$ cat config.mk
export PLATFORM = sky130hd
export DESIGN_NAME = ckctl_top
export DESIGN_NICKNAME = d
export VERILOG_FILES = /design/src/pkg/ckctl_pkg.sv /design/src/rtl/ckctl_sync.sv /design/src/rtl/ckctl_top.sv /design/src/rtl/ckctl_unlock.sv
export SDC_FILE = /design/constraint.sdc
export NUM_CORES = 1
export LEC_CHECK = 0
export BUFFER_PORTS_ARGS = -buffer_cell sky130_fd_sc_hd__buf_2
export CAP_MARGIN = 20
export CORE_AREA = 2 2 86 88
export DETAILED_ROUTE_END_ITERATION = 10
export DIE_AREA = 0 0 88 90
export PLACE_DENSITY = 0.77
export SYNTH_ARGS = -nofsm -noshare
export SYNTH_HDL_FRONTEND = slang
export SYNTH_SLANG_ARGS = --single-unit
export TNS_END_PERCENT = 30
$ cat constraint.sdc
create_clock -name clk_sys -period 3.5 [get_ports clk_sys]
set_input_delay 0.525 -clock clk_sys [delete_from_list [all_inputs] [get_ports clk_sys]]
set_output_delay 0.525 -clock clk_sys [all_outputs]
set_load 0.05 [all_outputs]
$ cat src/pkg/ckctl_pkg.sv
// Constants shared by the clock source, PLL and fail-safe control block
package ckctl_pkg;
  localparam int ADDR_W = 4;
  localparam int DATA_W = 32;

  // Register byte offsets
  localparam logic [ADDR_W-1:0] OSC_CTRL_OFS = 4'h0;
  localparam logic [ADDR_W-1:0] AUX_CTRL_OFS = 4'h4;

  // Oscillator control field positions
  localparam int TRIM_HI_LSB = 14;
  localparam int CUR_GRP_LSB = 12;
  localparam int TRIM_LO_LSB = 10;
  localparam int NEW_GRP_LSB = 8;
  localparam int LOCK_BIT = 5;
  localparam int CFAIL_BIT = 3;
  localparam int SWREQ_BIT = 0;

  // Auxiliary control and status bit positions
  localparam int WD_SOFT_BIT = 0;
  localparam int SW_BUSY_BIT = 1;
  localparam int SLOW_ON_BIT = 2;
  localparam int CLK_HOLD_BIT = 3;
  localparam int MON_ON_BIT = 4;

  // Values after reset
  localparam logic [3:0] TRIM_RESET = 4'h0;
  localparam logic WD_SOFT_RESET = 1'b0;

  // Clock groups
  localparam logic [1:0] GRP_SECONDARY = 2'h0;
  localparam logic [1:0] GRP_FAST_RC = 2'h1;
  localparam logic [1:0] GRP_SLOW_RC = 2'h2;
  localparam logic [1:0] GRP_PRIMARY = 2'h3;

  // Unlock key bytes
  localparam logic [7:0] KEY_LO_1 = 8'h46;
  localparam logic [7:0] KEY_LO_2 = 8'h57;
  localparam logic [7:0] KEY_HI_1 = 8'h78;
  localparam logic [7:0] KEY_HI_2 = 8'h9A;

  // Primary mode codes running the PLL from the fast RC oscillator
  localparam logic [3:0] FPR_FRC_X4 = 4'h1;
  localparam logic [3:0] FPR_FRC_X8 = 4'hA;
  localparam logic [3:0] FPR_FRC_X16 = 4'h3;

  // Switch and monitor fuse codes
  localparam logic [1:0] FCK_BOTH_ON = 2'h0;

  // PLL multiplier encoding
  localparam logic [1:0] PLL_OFF = 2'h0;
  localparam logic [1:0] PLL_X4 = 2'h1;
  localparam logic [1:0] PLL_X8 = 2'h2;
  localparam logic [1:0] PLL_X16 = 2'h3;
endpackage : ckctl_pkg

$ cat src/rtl/ckctl_sync.sv
// Two-flop synchroniser for a vector of asynchronous inputs
module ckctl_sync #(
  parameter int W = 1
) (
  input wire logic clk_sys,
  input wire logic rstN,
  input wire logic [W-1:0] dIn,
  output logic [W-1:0] dOut
);
  logic [W-1:0] metaQ;

  always_ff @(posedge clk_sys or negedge rstN) begin
    if (!rstN) begin
      metaQ <= '0;
      dOut <= '0;
    end else begin
      metaQ <= dIn;
      dOut <= metaQ;
    end
  end
endmodule : ckctl_sync

$ cat src/rtl/ckctl_top.sv
// Clock source selection, PLL control, fast RC trim and fail-safe monitor
// What this block does
// - PLL multiplies primary or fast RC by 4/8/16
// - Lock bit follows PLL lock, read only
// - Current group 01 runs from fast RC
// - Four-bit split trim field, 1.5% steps
// - Group 11 with fast RC codes picks multiplier
// - Slow RC on at power-on, then conditionally
// - Slow RC clocks timer, watchdog and monitor
// - Monitor on keeps slow RC running except Sleep
// - Failure: trap, fast RC, set flag, clear request
// - Clock failure leaves the watchdog untouched
// - Timer expiry before oscillator start traps
// - Switch only between groups; fuses pick primary
// - Current group read only, new group writable
// - Power-on or brown-out loads both group fields
// - Request bit starts switch; clearing it aborts
// - Fuses 1x disable switching and monitoring
// - Switching off: fuses choose, field just reports
// - Byte lanes write only after two key writes
// - Lock at bit 5; clock held after brown-out when group 11 uses the PLL
module ckctl_top (
  input wire logic clk_sys,
  input wire logic reset_n,
  input wire logic [ckctl_pkg::ADDR_W-1:0] avs_address,
  input wire logic avs_read,
  input wire logic avs_write,
  input wire logic [ckctl_pkg::DATA_W-1:0] avs_writedata,
  input wire logic [3:0] avs_byteenable,
  output logic [ckctl_pkg::DATA_W-1:0] avs_readdata,
  output logic avs_waitrequest,
  input wire logic porEvent,
  input wire logic borEvent,
  input wire logic pwrtExpired,
  input wire logic sleepMode,
  input wire logic oscFailDetect,
  input wire logic pllLockRaw,
  input wire logic [3:0] sourceReady,
  input wire logic [1:0] groupSelectFuses,
  input wire logic [3:0] primaryModeFuses,
  input wire logic [1:0] switchMonitorFuses,
  input wire logic watchdogFuseEnable,
  output logic [1:0] sysClkGroup,
  output logic [3:0] sourceEnable,
  output logic [1:0] pllMult,
  output logic pllFromFastRc,
  output logic [3:0] fastRcTrim,
  output logic slowRcEnable,
  output logic watchdogRun,
  output logic clockFailTrap,
  output logic sysClkHold
);
  import ckctl_pkg::*;

  typedef enum logic {SW_IDLE, SW_WAIT} ckctl_sw_state_t;

  localparam int SYNC_W = 19;

  // Decodes the PLL use of a primary mode code: {from fast RC, multiplier}
  function automatic logic [2:0] pllDecode(input logic [3:0] mode);
    logic [2:0] res;
    res = {1'b0, PLL_OFF};
    if (mode == FPR_FRC_X4) begin
      res = {1'b1, PLL_X4};
    end else if (mode == FPR_FRC_X8) begin
      res = {1'b1, PLL_X8};
    end else if (mode == FPR_FRC_X16) begin
      res = {1'b1, PLL_X16};
    end else if (mode[2] && mode[1:0] != 2'h0) begin
      res = {1'b0, mode[1:0]};
    end
    return res;
  endfunction : pllDecode

  function automatic logic [3:0] groupOneHot(input logic [1:0] grp);
    logic [3:0] res;
    res = 4'h0;
    res[grp] = 1'b1;
    return res;
  endfunction : groupOneHot

  logic rstMetaQ;
  logic rstN;
  logic [SYNC_W-1:0] syncIn;
  logic [SYNC_W-1:0] syncOut;
  logic porS;
  logic borS;
  logic pwrtS;
  logic sleepS;
  logic oscFailS;
  logic lockS;
  logic [3:0] readyS;
  logic [1:0] fosS;
  logic [3:0] fprS;
  logic [1:0] fckS;
  logic wdFuseS;

  // Reset released through two flops
  always_ff @(posedge clk_sys or negedge reset_n) begin
    if (!reset_n) begin
      rstMetaQ <= 1'b0;
      rstN <= 1'b0;
    end else begin
      rstMetaQ <= 1'b1;
      rstN <= rstMetaQ;
    end
  end

  assign syncIn = {porEvent, borEvent, pwrtExpired, sleepMode, oscFailDetect, pllLockRaw,
                   sourceReady, groupSelectFuses, primaryModeFuses, switchMonitorFuses,
                   watchdogFuseEnable};

  ckctl_sync #(.W(SYNC_W)) uInSync (
    .clk_sys(clk_sys),
    .rstN(rstN),
    .dIn(syncIn),
    .dOut(syncOut)
  );

  assign {porS, borS, pwrtS, sleepS, oscFailS, lockS, readyS, fosS, fprS, fckS, wdFuseS} = syncOut;

  // Bus slave: one wait state, then the request is taken
  logic ackQ;
  logic busReq;
  logic accept;
  logic wrOsc;
  logic wrAux;
  logic loOpen;
  logic hiOpen;
  logic wrLo;
  logic wrHi;

  assign busReq = avs_read | avs_write;
  assign avs_waitrequest = busReq & ~ackQ;
  assign accept = busReq & ackQ;
  assign wrOsc = accept & avs_write & (avs_address == OSC_CTRL_OFS);
  assign wrAux = accept & avs_write & (avs_address == AUX_CTRL_OFS) & avs_byteenable[0];

  always_ff @(posedge clk_sys or negedge rstN) begin
    if (!rstN) begin
      ackQ <= 1'b0;
    end else begin
      ackQ <= busReq & ~ackQ;
    end
  end

  ckctl_unlock #(.KEY1(KEY_LO_1), .KEY2(KEY_LO_2)) uLoUnlock (
    .clk_sys(clk_sys),
    .rstN(rstN),
    .anyAccept(accept),
    .laneWrite(wrOsc & avs_byteenable[0]),
    .laneData(avs_writedata[7:0]),
    .laneOpen(loOpen)
  );

  ckctl_unlock #(.KEY1(KEY_HI_1), .KEY2(KEY_HI_2)) uHiUnlock (
    .clk_sys(clk_sys),
    .rstN(rstN),
    .anyAccept(accept),
    .laneWrite(wrOsc & avs_byteenable[1]),
    .laneData(avs_writedata[15:8]),
    .laneOpen(hiOpen)
  );

  assign wrLo = wrOsc & avs_byteenable[0] & loOpen;
  assign wrHi = wrOsc & avs_byteenable[1] & hiOpen;

  // Oscillator and monitor state
  logic [1:0] curGroupQ;
  logic [1:0] newGroupQ;
  logic [3:0] trimQ;
  logic clockFailQ;
  logic swReqQ;
  logic wdSoftQ;
  logic pwrtDlyQ;
  logic failDlyQ;
  logic holdQ;
  ckctl_sw_state_t swStateQ;

  logic resetLoad;
  logic switchEn;
  logic monitorFuse;
  logic monitorOn;
  logic [1:0] effGroup;
  logic [2:0] pllInfo;
  logic pllUsed;
  logic curReady;
  logic newReady;
  logic failEvent;
  logic swStart;
  logic swDone;
  logic slowRcOn;

  assign resetLoad = porS | borS;
  assign switchEn = ~fckS[1];
  assign monitorFuse = (fckS == FCK_BOTH_ON);
  assign monitorOn = monitorFuse & ~sleepS;
  assign effGroup = switchEn ? curGroupQ : fosS;
  assign pllInfo = pllDecode(fprS);
  assign pllUsed = (effGroup == GRP_PRIMARY) && (pllInfo[1:0] != PLL_OFF);

  // A primary source using the PLL is ready only once locked
  assign curReady = readyS[curGroupQ] & ((curGroupQ != GRP_PRIMARY) | ~pllUsed | lockS);
  assign newReady = readyS[newGroupQ] & ((newGroupQ != GRP_PRIMARY) | (pllInfo[1:0] == PLL_OFF) | lockS);

  // Failure seen by the monitor, or start-up not done when the timer ends
  assign failEvent = monitorOn & ((oscFailS & ~failDlyQ) | (pwrtS & ~pwrtDlyQ & ~curReady));

  assign swStart = switchEn & (swStateQ == SW_IDLE) & swReqQ;
  assign swDone = (swStateQ == SW_WAIT) & swReqQ & newReady;

  always_ff @(posedge clk_sys or negedge rstN) begin
    if (!rstN) begin
      pwrtDlyQ <= 1'b0;
      failDlyQ <= 1'b0;
    end else begin
      pwrtDlyQ <= pwrtS;
      failDlyQ <= oscFailS;
    end
  end

  // Current group: loaded by reset events, switches and failures
  always_ff @(posedge clk_sys or negedge rstN) begin
    if (!rstN) begin
      curGroupQ <= GRP_FAST_RC;
    end else if (resetLoad) begin
      curGroupQ <= fosS;
    end else if (failEvent) begin
      curGroupQ <= GRP_FAST_RC;
    end else if (swDone) begin
      curGroupQ <= newGroupQ;
    end
  end

  always_ff @(posedge clk_sys or negedge rstN) begin
    if (!rstN) begin
      newGroupQ <= GRP_FAST_RC;
    end else if (resetLoad) begin
      newGroupQ <= fosS;
    end else if (wrHi) begin
      newGroupQ <= avs_writedata[NEW_GRP_LSB +: 2];
    end
  end

  always_ff @(posedge clk_sys or negedge rstN) begin
    if (!rstN) begin
      trimQ <= TRIM_RESET;
    end else if (resetLoad) begin
      trimQ <= TRIM_RESET;
    end else if (wrHi) begin
      trimQ <= {avs_writedata[TRIM_HI_LSB +: 2], avs_writedata[TRIM_LO_LSB +: 2]};
    end
  end

  // Failure flag: a new failure wins over a software clear
  always_ff @(posedge clk_sys or negedge rstN) begin
    if (!rstN) begin
      clockFailQ <= 1'b0;
    end else if (failEvent) begin
      clockFailQ <= 1'b1;
    end else if (resetLoad) begin
      clockFailQ <= 1'b0;
    end else if (wrLo && !avs_writedata[CFAIL_BIT]) begin
      clockFailQ <= 1'b0;
    end
  end

  // Switch request: set by software, cleared on completion or failure
  always_ff @(posedge clk_sys or negedge rstN) begin
    if (!rstN) begin
      swReqQ <= 1'b0;
    end else if (resetLoad || failEvent || swDone) begin
      swReqQ <= 1'b0;
    end else if (wrLo) begin
      swReqQ <= avs_writedata[SWREQ_BIT] & switchEn;
    end
  end

  always_ff @(posedge clk_sys or negedge rstN) begin
    if (!rstN) begin
      swStateQ <= SW_IDLE;
    end else if (resetLoad || failEvent) begin
      swStateQ <= SW_IDLE;
    end else begin
      unique case (swStateQ)
        SW_IDLE: begin
          if (swStart) begin
            swStateQ <= SW_WAIT;
          end
        end
        SW_WAIT: begin
          if (!swReqQ || swDone) begin
            swStateQ <= SW_IDLE;
          end
        end
      endcase
    end
  end

  always_ff @(posedge clk_sys or negedge rstN) begin
    if (!rstN) begin
      wdSoftQ <= WD_SOFT_RESET;
    end else if (wrAux) begin
      wdSoftQ <= avs_writedata[WD_SOFT_BIT];
    end
  end

  // Clock withheld after brown-out, when group 11 uses the PLL, until the PLL locks
  always_ff @(posedge clk_sys or negedge rstN) begin
    if (!rstN) begin
      holdQ <= 1'b0;
    end else if (borS && pllUsed) begin
      holdQ <= 1'b1;
    end else if (lockS) begin
      holdQ <= 1'b0;
    end
  end

  // Slow RC: on until the power-up timer ends, then only when needed
  assign slowRcOn = ~pwrtS | monitorOn | (wdFuseS | wdSoftQ) | (effGroup == GRP_SLOW_RC);

  // Outputs from flip-flops
  always_ff @(posedge clk_sys or negedge rstN) begin
    if (!rstN) begin
      sysClkGroup <= GRP_FAST_RC;
      sourceEnable <= 4'h0;
      pllMult <= PLL_OFF;
      pllFromFastRc <= 1'b0;
      fastRcTrim <= TRIM_RESET;
      slowRcEnable <= 1'b1;
      watchdogRun <= 1'b0;
      clockFailTrap <= 1'b0;
      sysClkHold <= 1'b1;
    end else begin
      sysClkGroup <= effGroup;
      sourceEnable <= groupOneHot(effGroup)
                      | ((swStateQ == SW_WAIT) ? groupOneHot(newGroupQ) : 4'h0)
                      | {1'b0, slowRcOn, 2'h0};
      pllMult <= pllUsed ? pllInfo[1:0] : PLL_OFF;
      pllFromFastRc <= pllUsed & pllInfo[2];
      fastRcTrim <= trimQ;
      slowRcEnable <= slowRcOn;
      watchdogRun <= wdFuseS | wdSoftQ;
      clockFailTrap <= failEvent;
      sysClkHold <= holdQ | (borS & pllUsed);
    end
  end

  // Register read
  logic [15:0] oscWord;
  logic [15:0] auxWord;

  always_comb begin
    oscWord = 16'h0000;
    oscWord[TRIM_HI_LSB +: 2] = trimQ[3:2];
    oscWord[CUR_GRP_LSB +: 2] = effGroup;
    oscWord[TRIM_LO_LSB +: 2] = trimQ[1:0];
    oscWord[NEW_GRP_LSB +: 2] = newGroupQ;
    oscWord[LOCK_BIT] = lockS;
    oscWord[CFAIL_BIT] = clockFailQ;
    oscWord[SWREQ_BIT] = swReqQ;
  end

  always_comb begin
    auxWord = 16'h0000;
    auxWord[WD_SOFT_BIT] = wdSoftQ;
    auxWord[SW_BUSY_BIT] = (swStateQ == SW_WAIT);
    auxWord[SLOW_ON_BIT] = slowRcOn;
    auxWord[CLK_HOLD_BIT] = holdQ;
    auxWord[MON_ON_BIT] = monitorOn;
  end

  // Read data captured one edge before the request is taken
  always_ff @(posedge clk_sys or negedge rstN) begin
    if (!rstN) begin
      avs_readdata <= '0;
    end else if (avs_read && !ackQ) begin
      if (avs_address == OSC_CTRL_OFS) begin
        avs_readdata <= {16'h0000, oscWord};
      end else if (avs_address == AUX_CTRL_OFS) begin
        avs_readdata <= {16'h0000, auxWord};
      end else begin
        avs_readdata <= '0;
      end
    end
  end
endmodule : ckctl_top

$ cat src/rtl/ckctl_unlock.sv
// Two-key unlock for one byte lane of the oscillator control register
module ckctl_unlock #(
  parameter logic [7:0] KEY1 = 8'h00,
  parameter logic [7:0] KEY2 = 8'h00
) (
  input wire logic clk_sys,
  input wire logic rstN,
  input wire logic anyAccept,
  input wire logic laneWrite,
  input wire logic [7:0] laneData,
  output logic laneOpen
);
  typedef enum logic [1:0] {UL_IDLE, UL_KEY1, UL_OPEN} ckctl_ul_state_t;
  ckctl_ul_state_t stateQ;

  assign laneOpen = (stateQ == UL_OPEN);

  // Any access between keys or after opening closes the lane
  always_ff @(posedge clk_sys or negedge rstN) begin
    if (!rstN) begin
      stateQ <= UL_IDLE;
    end else if (anyAccept) begin
      unique case (stateQ)
        UL_IDLE: stateQ <= (laneWrite && laneData == KEY1) ? UL_KEY1 : UL_IDLE;
        UL_KEY1: stateQ <= (laneWrite && laneData == KEY2) ? UL_OPEN
                           : (laneWrite && laneData == KEY1) ? UL_KEY1 : UL_IDLE;
        UL_OPEN: stateQ <= UL_IDLE;
        default: stateQ <= UL_IDLE;
      endcase
    end
  end
endmodule : ckctl_unlock

==> impl_metrics.csv, run 1 <==
group,metric,value,unit
status,status,"completed",
die,dieArea,7920,sq um
job,maxCapViolCount,0,
setup_path,worst-path-max-fanout,6,
cells_and_area,final_common_cell,"dfrtp_1",
timing,setup_tns,0,ps
cells_and_area,final_cell_mix,"dfrtp_1, buf_2, nand2_1",
timing,hold_viol,0,
routing,drc,0,
global_routing,antenna_found_initial,0,
placed_design,pre_cts_ws,1190,ps
timing,setup_ws,1494,ps
timing,worst_pin_slew,854.4,ps
routing,wire_per_inst,12.84,um
logic_synthesis,synth-seq-cells,91,
cts,htree_levels,3,
timing,slew_violations,0,
setup_path,critPathLaunchType,"flip-flop",
cts,clock_path_buffers,2,
cts,clk_latency,360,ps
logic_synthesis,synth-edff-count,0,
logic_synthesis,ys_seq_area_frac,0.6729,
cts,clockRootBuffer,"clkbuf_8",
routing,first_pass_iters,4,
cts,ctsResizeCount,0,
logic_synthesis,syn_area,3393,sq um
logic_synthesis,synth_cell_types,47,
setup_path,crit_chain,"inv_1 > or3_1 > o311ai_1 > a21bo_2 > o22ai_1",
placed_design,finalWeightedCongestion,0.8645,
global_routing,grt_pass1_vias,1998,
die,die_h,90,um
cts,clk_pin_slew,100,ps
global_routing,grt_usage,0.1596,
logic_synthesis,synth_ff_type,"dfrtp_1",
routing,vias_per_cell,4.755,
setup_path,max_stage_delay,610,ps
die,core_area,7020,sq um
pwr,leakagePower,1.932,nW
timing,maxSlewHeadroom,0.4304,
cts,cts.sinks,91,
setup_path,cp_slowest_cell,"dfstp_2",
placed_design,dp_hpwl,4.324,mm
setup_path,cpLargestDelayFamily,"compound AO/OA/AOI/OAI gates",
cells_and_area,utilization,0.5753,
cells_and_area,area_growth_syn_to_layout,19.03,%
setup_path,cp_num_buf_inv,1,
cts,cts_tree,"done",
die,start_util,0.4833,
logic_synthesis,async_reset_ff_frac,1.000,
routing,vias,2178,
timing,rsz0062_at_grt,"no",
global_routing,grt-ovfl-total,0,
timing,fmax,498.5,MHz
pwr,powerDensity,518.1,nW/um^2
routing,finalWirelength,5.883,mm
setup_path,end_kind,"flip-flop",
timing,final.min_clock_period,2006,ps
setup_path,worstPathRequired,3770,ps
cts,numCtsBuffers,9,
placed_design,numPortBuffers,76,
logic_synthesis,netlist_instances,273,
die,num_rows,31,
routing,ant_nets,0,
logic_synthesis,syn_avg_cell_area,12.43,sq um
hold_path,min_path_type,"reg2async",
cells_and_area,fillers,586,
cells_and_area,nNetsFinal,417,
global_routing,grt_max_degree,90,
die,die_w,88,um
setup_path,crit_type,"reg2reg",
logic_synthesis,yosysWarnings,0,
timing,skew,16.36,ps
cells_and_area,drive_gt1_frac,0.3008,
global_routing,grt_pass1_wl,9.639,mm
timing,fin_crit_sh,0.5731,
cells_and_area,diodes,0,
setup_path,arrival,2280,ps
pwr,peakVddDrop,0.0002573,V
cts,post-cts-setup-buffers,0,
timing,setup-violations-final,0,
routing,drt_iter0_drc,136,
die,num_io_pins,113,
==> synth_stat cells (all sizes together) (2+ instances only) <==
cell type / count / share of area
dfrtp: 86 / 0.63
nand2: 35 / 0.039
buf: 20 / 0.042
nor2: 18 / 0.020
o21ai: 18 / 0.027
mux2i: 10 / 0.029
inv: 8 / 0.0088
nand3: 8 / 0.012
nand2b: 6 / 0.011
o31ai: 6 / 0.013
clkbuf: 5 / 0.0059
dfstp: 5 / 0.039
nor3: 4 / 0.0059
o22ai: 3 / 0.0055
or3: 3 / 0.0055
a21oi: 2 / 0.0029
a22oi: 2 / 0.0044
a2bb2oi: 2 / 0.0052
a31o: 2 / 0.0052
a31oi: 2 / 0.0037
and3: 2 / 0.0037
conb: 2 / 0.0022
nor4bb: 2 / 0.0059
or2: 2 / 0.0037
or4: 2 / 0.0044
==> sequential cells by signal (all words and copies together) (netlist names), 2 cells and up <==
signal            flops
uLoUnlock.stateQ      2
uHiUnlock.stateQ      2
newGroupQ             2
avs_readdata         14
pllMult               2
uInSync.metaQ        19
fastRcTrim            4
sysClkGroup           2
sourceEnable          4
uInSync.dOut         19
curGroupQ             2
trimQ                 4
==> path summary, 6_finish.rpt <==
path                                  endpoint  cells after the start  slack, ps                from
max                               curGroupQ[0]                      5       1490        newGroupQ[0]
min reg2reg                uLoUnlock.stateQ[0]                      0        190                rstN
max reg2reg                       curGroupQ[0]                      5       1490        newGroupQ[0]
min in group clk_sys          uInSync.metaQ[0]                      1        270  watchdogFuseEnable
max in group asynchronous         curGroupQ[0]                      1       2660                rstN
min                        uLoUnlock.stateQ[0]                      0        190                rstN
==> report_power, final <==
part | internal, mW | switching [mW]
clock network | 0.338 | 0.363
registers | 1.11 | 0.0322
logic | 0.0665 | 0.188
==> metal layers <==
layer | wire (um) | vias to the layer above | GRT usage | share of wire
li1 | - | 1061 | - | -
met1 | 2644 | 1027 | 0.2241 | 0.45
met2 | 2780 | 75 | 0.2342 | 0.47
met3 | 290 | 15 | 0.03030 | 0.049
met4 | 167 | 0 | 0.08462 | 0.028
met5 | 0 | - | 0 | 0
==> timing repair <==
action                     in CTS  in global routing
hold buffers                    1                  0
setup endpoints to repair       0                  0
hold endpoints to repair        2                  0
==> final cells by class <==
class	instances	area, sq um	share of cell area
clock buffer	10	127.6	0.03160
clock inverter	6	72.57	0.01797
inverter	8	30.03	0.007435
multi-input combinational	166	979.7	0.2426
sequential	91	2287	0.5663
tap	99	123.9	0.03067
timing repair buffer	78	417.9	0.1035
==> stage by stage <==
| step | cells | total power, mW | hold slack (ps) | cell area (sq um) |
|---|---|---|---|---|
| 4_1_cts | 457 | 2.108 | 252.4 | 4011 |
| 3_5_place_dp | 440 | 1.410 | 310.8 | 3801 |
| 5_1_grt | 458 | 2.190 | 219.6 | 4039 |
| 3_3_place_gp | 440 | 1.407 | 311.7 | 3801 |
| 6_report | 458 | 2.093 | 187.9 | 4039 |
| 2_1_floorplan | 290 | 1.352 | 229.4 | 3457 |
==> logic make-up after synthesis <==
kind of cell | synth area share
multiplexers | 0.03945
AND/OR/NAND/NOR | 0.1350
other | 0.002213
buffers and inverters | 0.05715
flip-flops | 0.6729
XOR/XNOR | 0.002582
AO/OA/AOI/OAI | 0.09071
Power figures use the tool's default switching activity.
==> run 2: changes to the inputs <==
--- a/config.mk
+++ b/config.mk
@@ -7,10 +7,10 @@
 export LEC_CHECK = 0
 export BUFFER_PORTS_ARGS = -buffer_cell sky130_fd_sc_hd__buf_2
 export CAP_MARGIN = 20
-export CORE_AREA = 2 2 86 88
+export CORE_AREA = 2 2 90 92
 export DETAILED_ROUTE_END_ITERATION = 10
-export DIE_AREA = 0 0 88 90
-export PLACE_DENSITY = 0.77
+export DIE_AREA = 0 0 92 94
+export PLACE_DENSITY = 0.74
 export SYNTH_ARGS = -nofsm -noshare
 export SYNTH_HDL_FRONTEND = slang
 export SYNTH_SLANG_ARGS = --single-unit
==> constraint.sdc (replaced) <==
create_clock -name clk_sys -period 1.75 [get_ports clk_sys]
set_input_delay 0.2625 -clock clk_sys [delete_from_list [all_inputs] [get_ports clk_sys]]
set_output_delay 0.2625 -clock clk_sys [all_outputs]
set_load 0.05 [all_outputs]
==> run 2 against run 1 <==
Compared with the run above:
- register-to-register slack lost 1500 ps
- non-clock buffer count grew 28
- first-iteration DRC count shrank 2.9%
- critical path depth is the same
- setup slack lost 1500 ps
- fmax grew 17%
- die area grew 9.2%
- combinational power grew 130%
- clock skew shrank 1.1 ps
- clock power grew 110%
- largest power group unchanged
==> impl_metrics.csv, run 2 (synthesis gave the netlist of run 1 again) <==
group,metric,value,unit
hold_path,min_to,"uInSync.metaQ[2]",
setup_path,cp_slowest_cell,"dfstp_2",
pwr,sw_frac_of_total,0.2765,
setup_path,critPathLaunchType,"flip-flop",
routing,ant_nets,0,
timing,fmax,584.4,MHz
pwr,leakagePower,2.077,nW
setup_path,end_kind,"flip-flop",
timing,worst_pin_slew,568.8,ps
pwr,powerDensity,992.4,nW/um^2
job,maxCapViolCount,0,
routing,vias_per_cell,4.775,
cells_and_area,final_cell_mix,"dfrtp_1, buf_2, nand2_1",
global_routing,grt_pass1_wl,10.74,mm
cts,numCtsBuffers,9,
die,dieArea,8648,sq um
die,num_rows,32,
timing,hold_slack,14.81,ps
timing,skew,15.22,ps
hold_path,min_path_cells,1,
timing,fin_crit_sh,0.9777,
setup_path,cp_num_buf_inv,1,
cells_and_area,area_growth_syn_to_layout,27.51,%
setup_path,reg2reg_to,"curGroupQ[0]",
routing,dr_wl_met2,3.474,mm
cts,clock_path_buffers,2,
die,start_util,0.4461,
setup_path,worstPathRequired,2030,ps
hold_path,hold_path_startpoint,"switchMonitorFuses[1]",
routing,wl_met3,379,um
status,status,"completed",
pwr,internal_power,3.107,mW
timing,final.min_clock_period,1711,ps
routing,finalWirelength,6.767,mm
cells_and_area,largest_registers,"uInSync.dOut: 19 flops, uInSync.metaQ: 19 flops, avs_readdata: 14 flops",
cts,cts_tree,"done",
global_routing,grt-ovfl-total,0,
routing,wl_met1,2.789,mm
timing,hold_viol,0,
cells_and_area,diodes,0,
pwr,power_frac_clock,0.335,
setup_path,cpLargestDelayFamily,"compound AO/OA/AOI/OAI gates",
placed_design,numPortBuffers,76,
die,die_w,92,um
setup_path,reg2reg_setup_slack,40,ps
routing,vias,2335,
timing,slew_violations,0,
cts,cts.sinks,91,
timing,maxSlewHeadroom,0.6168,
global_routing,grt_usage,0.1620,
hold_path,min_path_type,"in2reg",
setup_path,arrival,1990,ps
timing,setup-violations-final,0,
placed_design,dp_hpwl,4.984,mm
pwr,seqPwrFrac,0.530,
routing,drt_iter0_drc,132,
pwr,p_sw,1.187,mW
die,num_io_pins,113,
pwr,finalPower,4.294,mW
cts,htree_levels,3,
cts,clk_latency,360,ps
die,die_h,94,um
setup_path,r2r-start,"newGroupQ[0]",
pwr,peakVddDrop,0.0004955,V
pwr,combinationalPowerShare,0.135,
global_routing,grt_max_degree,37,
placed_design,finalWeightedCongestion,0.8837,
routing,drc,0,
cells_and_area,final_common_cell,"dfrtp_1",
routing,routed.top_layer,"met4",
cts,clk_pin_slew,80,ps
setup_path,crit_chain,"inv_1 > or3_4 > o311ai_2 > a21bo_4 > o22ai_2",
global_routing,grt_pass1_vias,2274,
setup_path,max_stage_delay,530,ps
routing,wire_per_inst,13.84,um
cells_and_area,nNetsFinal,445,
setup_path,crit_type,"reg2reg",
timing,rsz0062_at_grt,"yes",
setup_path,r2r_cells,5,
cts,clockRootBuffer,"clkbuf_8",
die,core_area,7607,sq um
routing,first_pass_iters,4,
global_routing,antenna_found_initial,0,
setup_path,worst-path-max-fanout,3,
cells_and_area,drive_gt1_frac,0.3411,
==> run 2: cell types whose count changed in the layout (fill, tap and decap cells not counted), sizes merged <==
| cell | before | now |
|---|---|---|
| dlygate4sd3 | 1 | 9 |
| buf | 77 | 97 |
| clkbuf | 10 | 12 |
| inv | 10 | 9 |
| clkinvlp | 1 | 0 |
==> run 2: metrics by stage <==
| stage | cell area (sq um) | TNS, ps | worst slack (ps) | utilization | instances |
|---|---|---|---|---|---|
| floorplan | 3458 | -346.1 | -149.8 | - | 290 |
| global placement | 3988 | -209.2 | -71.61 | 0.5242 | 464 |
| detailed placement | 3988 | -521.9 | -113.1 | 0.5242 | 464 |
| CTS | 4232 | 0 | 0.1863 | 0.5563 | 484 |
| global route | 4327 | -9.367 | -9.367 | 0.5688 | 489 |
| finish | 4327 | 0 | 38.97 | 0.5688 | 489 |
==> run 2: how the worst max path moves through the flow <==
stage	from	endpoint	slack, ps	cells past startpoint
finish	newGroupQ[0]	curGroupQ[0]	40	5
global route	newGroupQ[0]	curGroupQ[0]	-9	5
CTS	newGroupQ[0]	curGroupQ[0]	0.2	5
detailed placement	avs_address[1]	newGroupQ[1]	-110	9
global placement	avs_address[1]	clockFailQ	-70	4
floorplan	newGroupQ[0]	curGroupQ[1]	-150	6
==> run 2: power by group through the flow <==
stage	registers [mW]	logic, mW	clock network [mW]
after floorplan	2.44	0.267	0
after global placement	2.31	0.541	0
after detailed placement	2.32	0.546	0
after CTS	2.28	0.555	1.46
after global routing	2.29	0.619	1.57
final	2.28	0.578	1.44
==> run 2: repair_timing <==
item	in CTS	in global routing
buffers inserted	0	0
resized for setup	0	7
hold buffers	4	5
endpoints found under the setup margin	0	3
endpoints found under the hold margin	5	5
==> run 2: worst reg2reg max path: cells and delay by family, from the launching register on <==
family,cells,cell delay [ps]
AOI/OAI and AO/OA,3,690
buffers and inverters,1,50
DFF,1,530
and+or+nand+nor,1,370
==> run 2: routing by layer <==
layer / track usage / up-vias
met2: 0.2727 / 83
met1: 0.2042 / 1121
met3: 0.03933 / 14
met4: 0.06219 / 0
met5: 0 / -
li1: - / 1117
==> run 2: cell type report <==
class	instances	area [sq um]
Fill cell	653	3281
Sequential cell	91	2287
Multi-Input combinational cell	166	1025
Timing Repair Buffer	106	653.1
Clock buffer	12	145.1
Tap cell	102	127.6
Clock inverter	4	58.81
Inverter	8	30.03
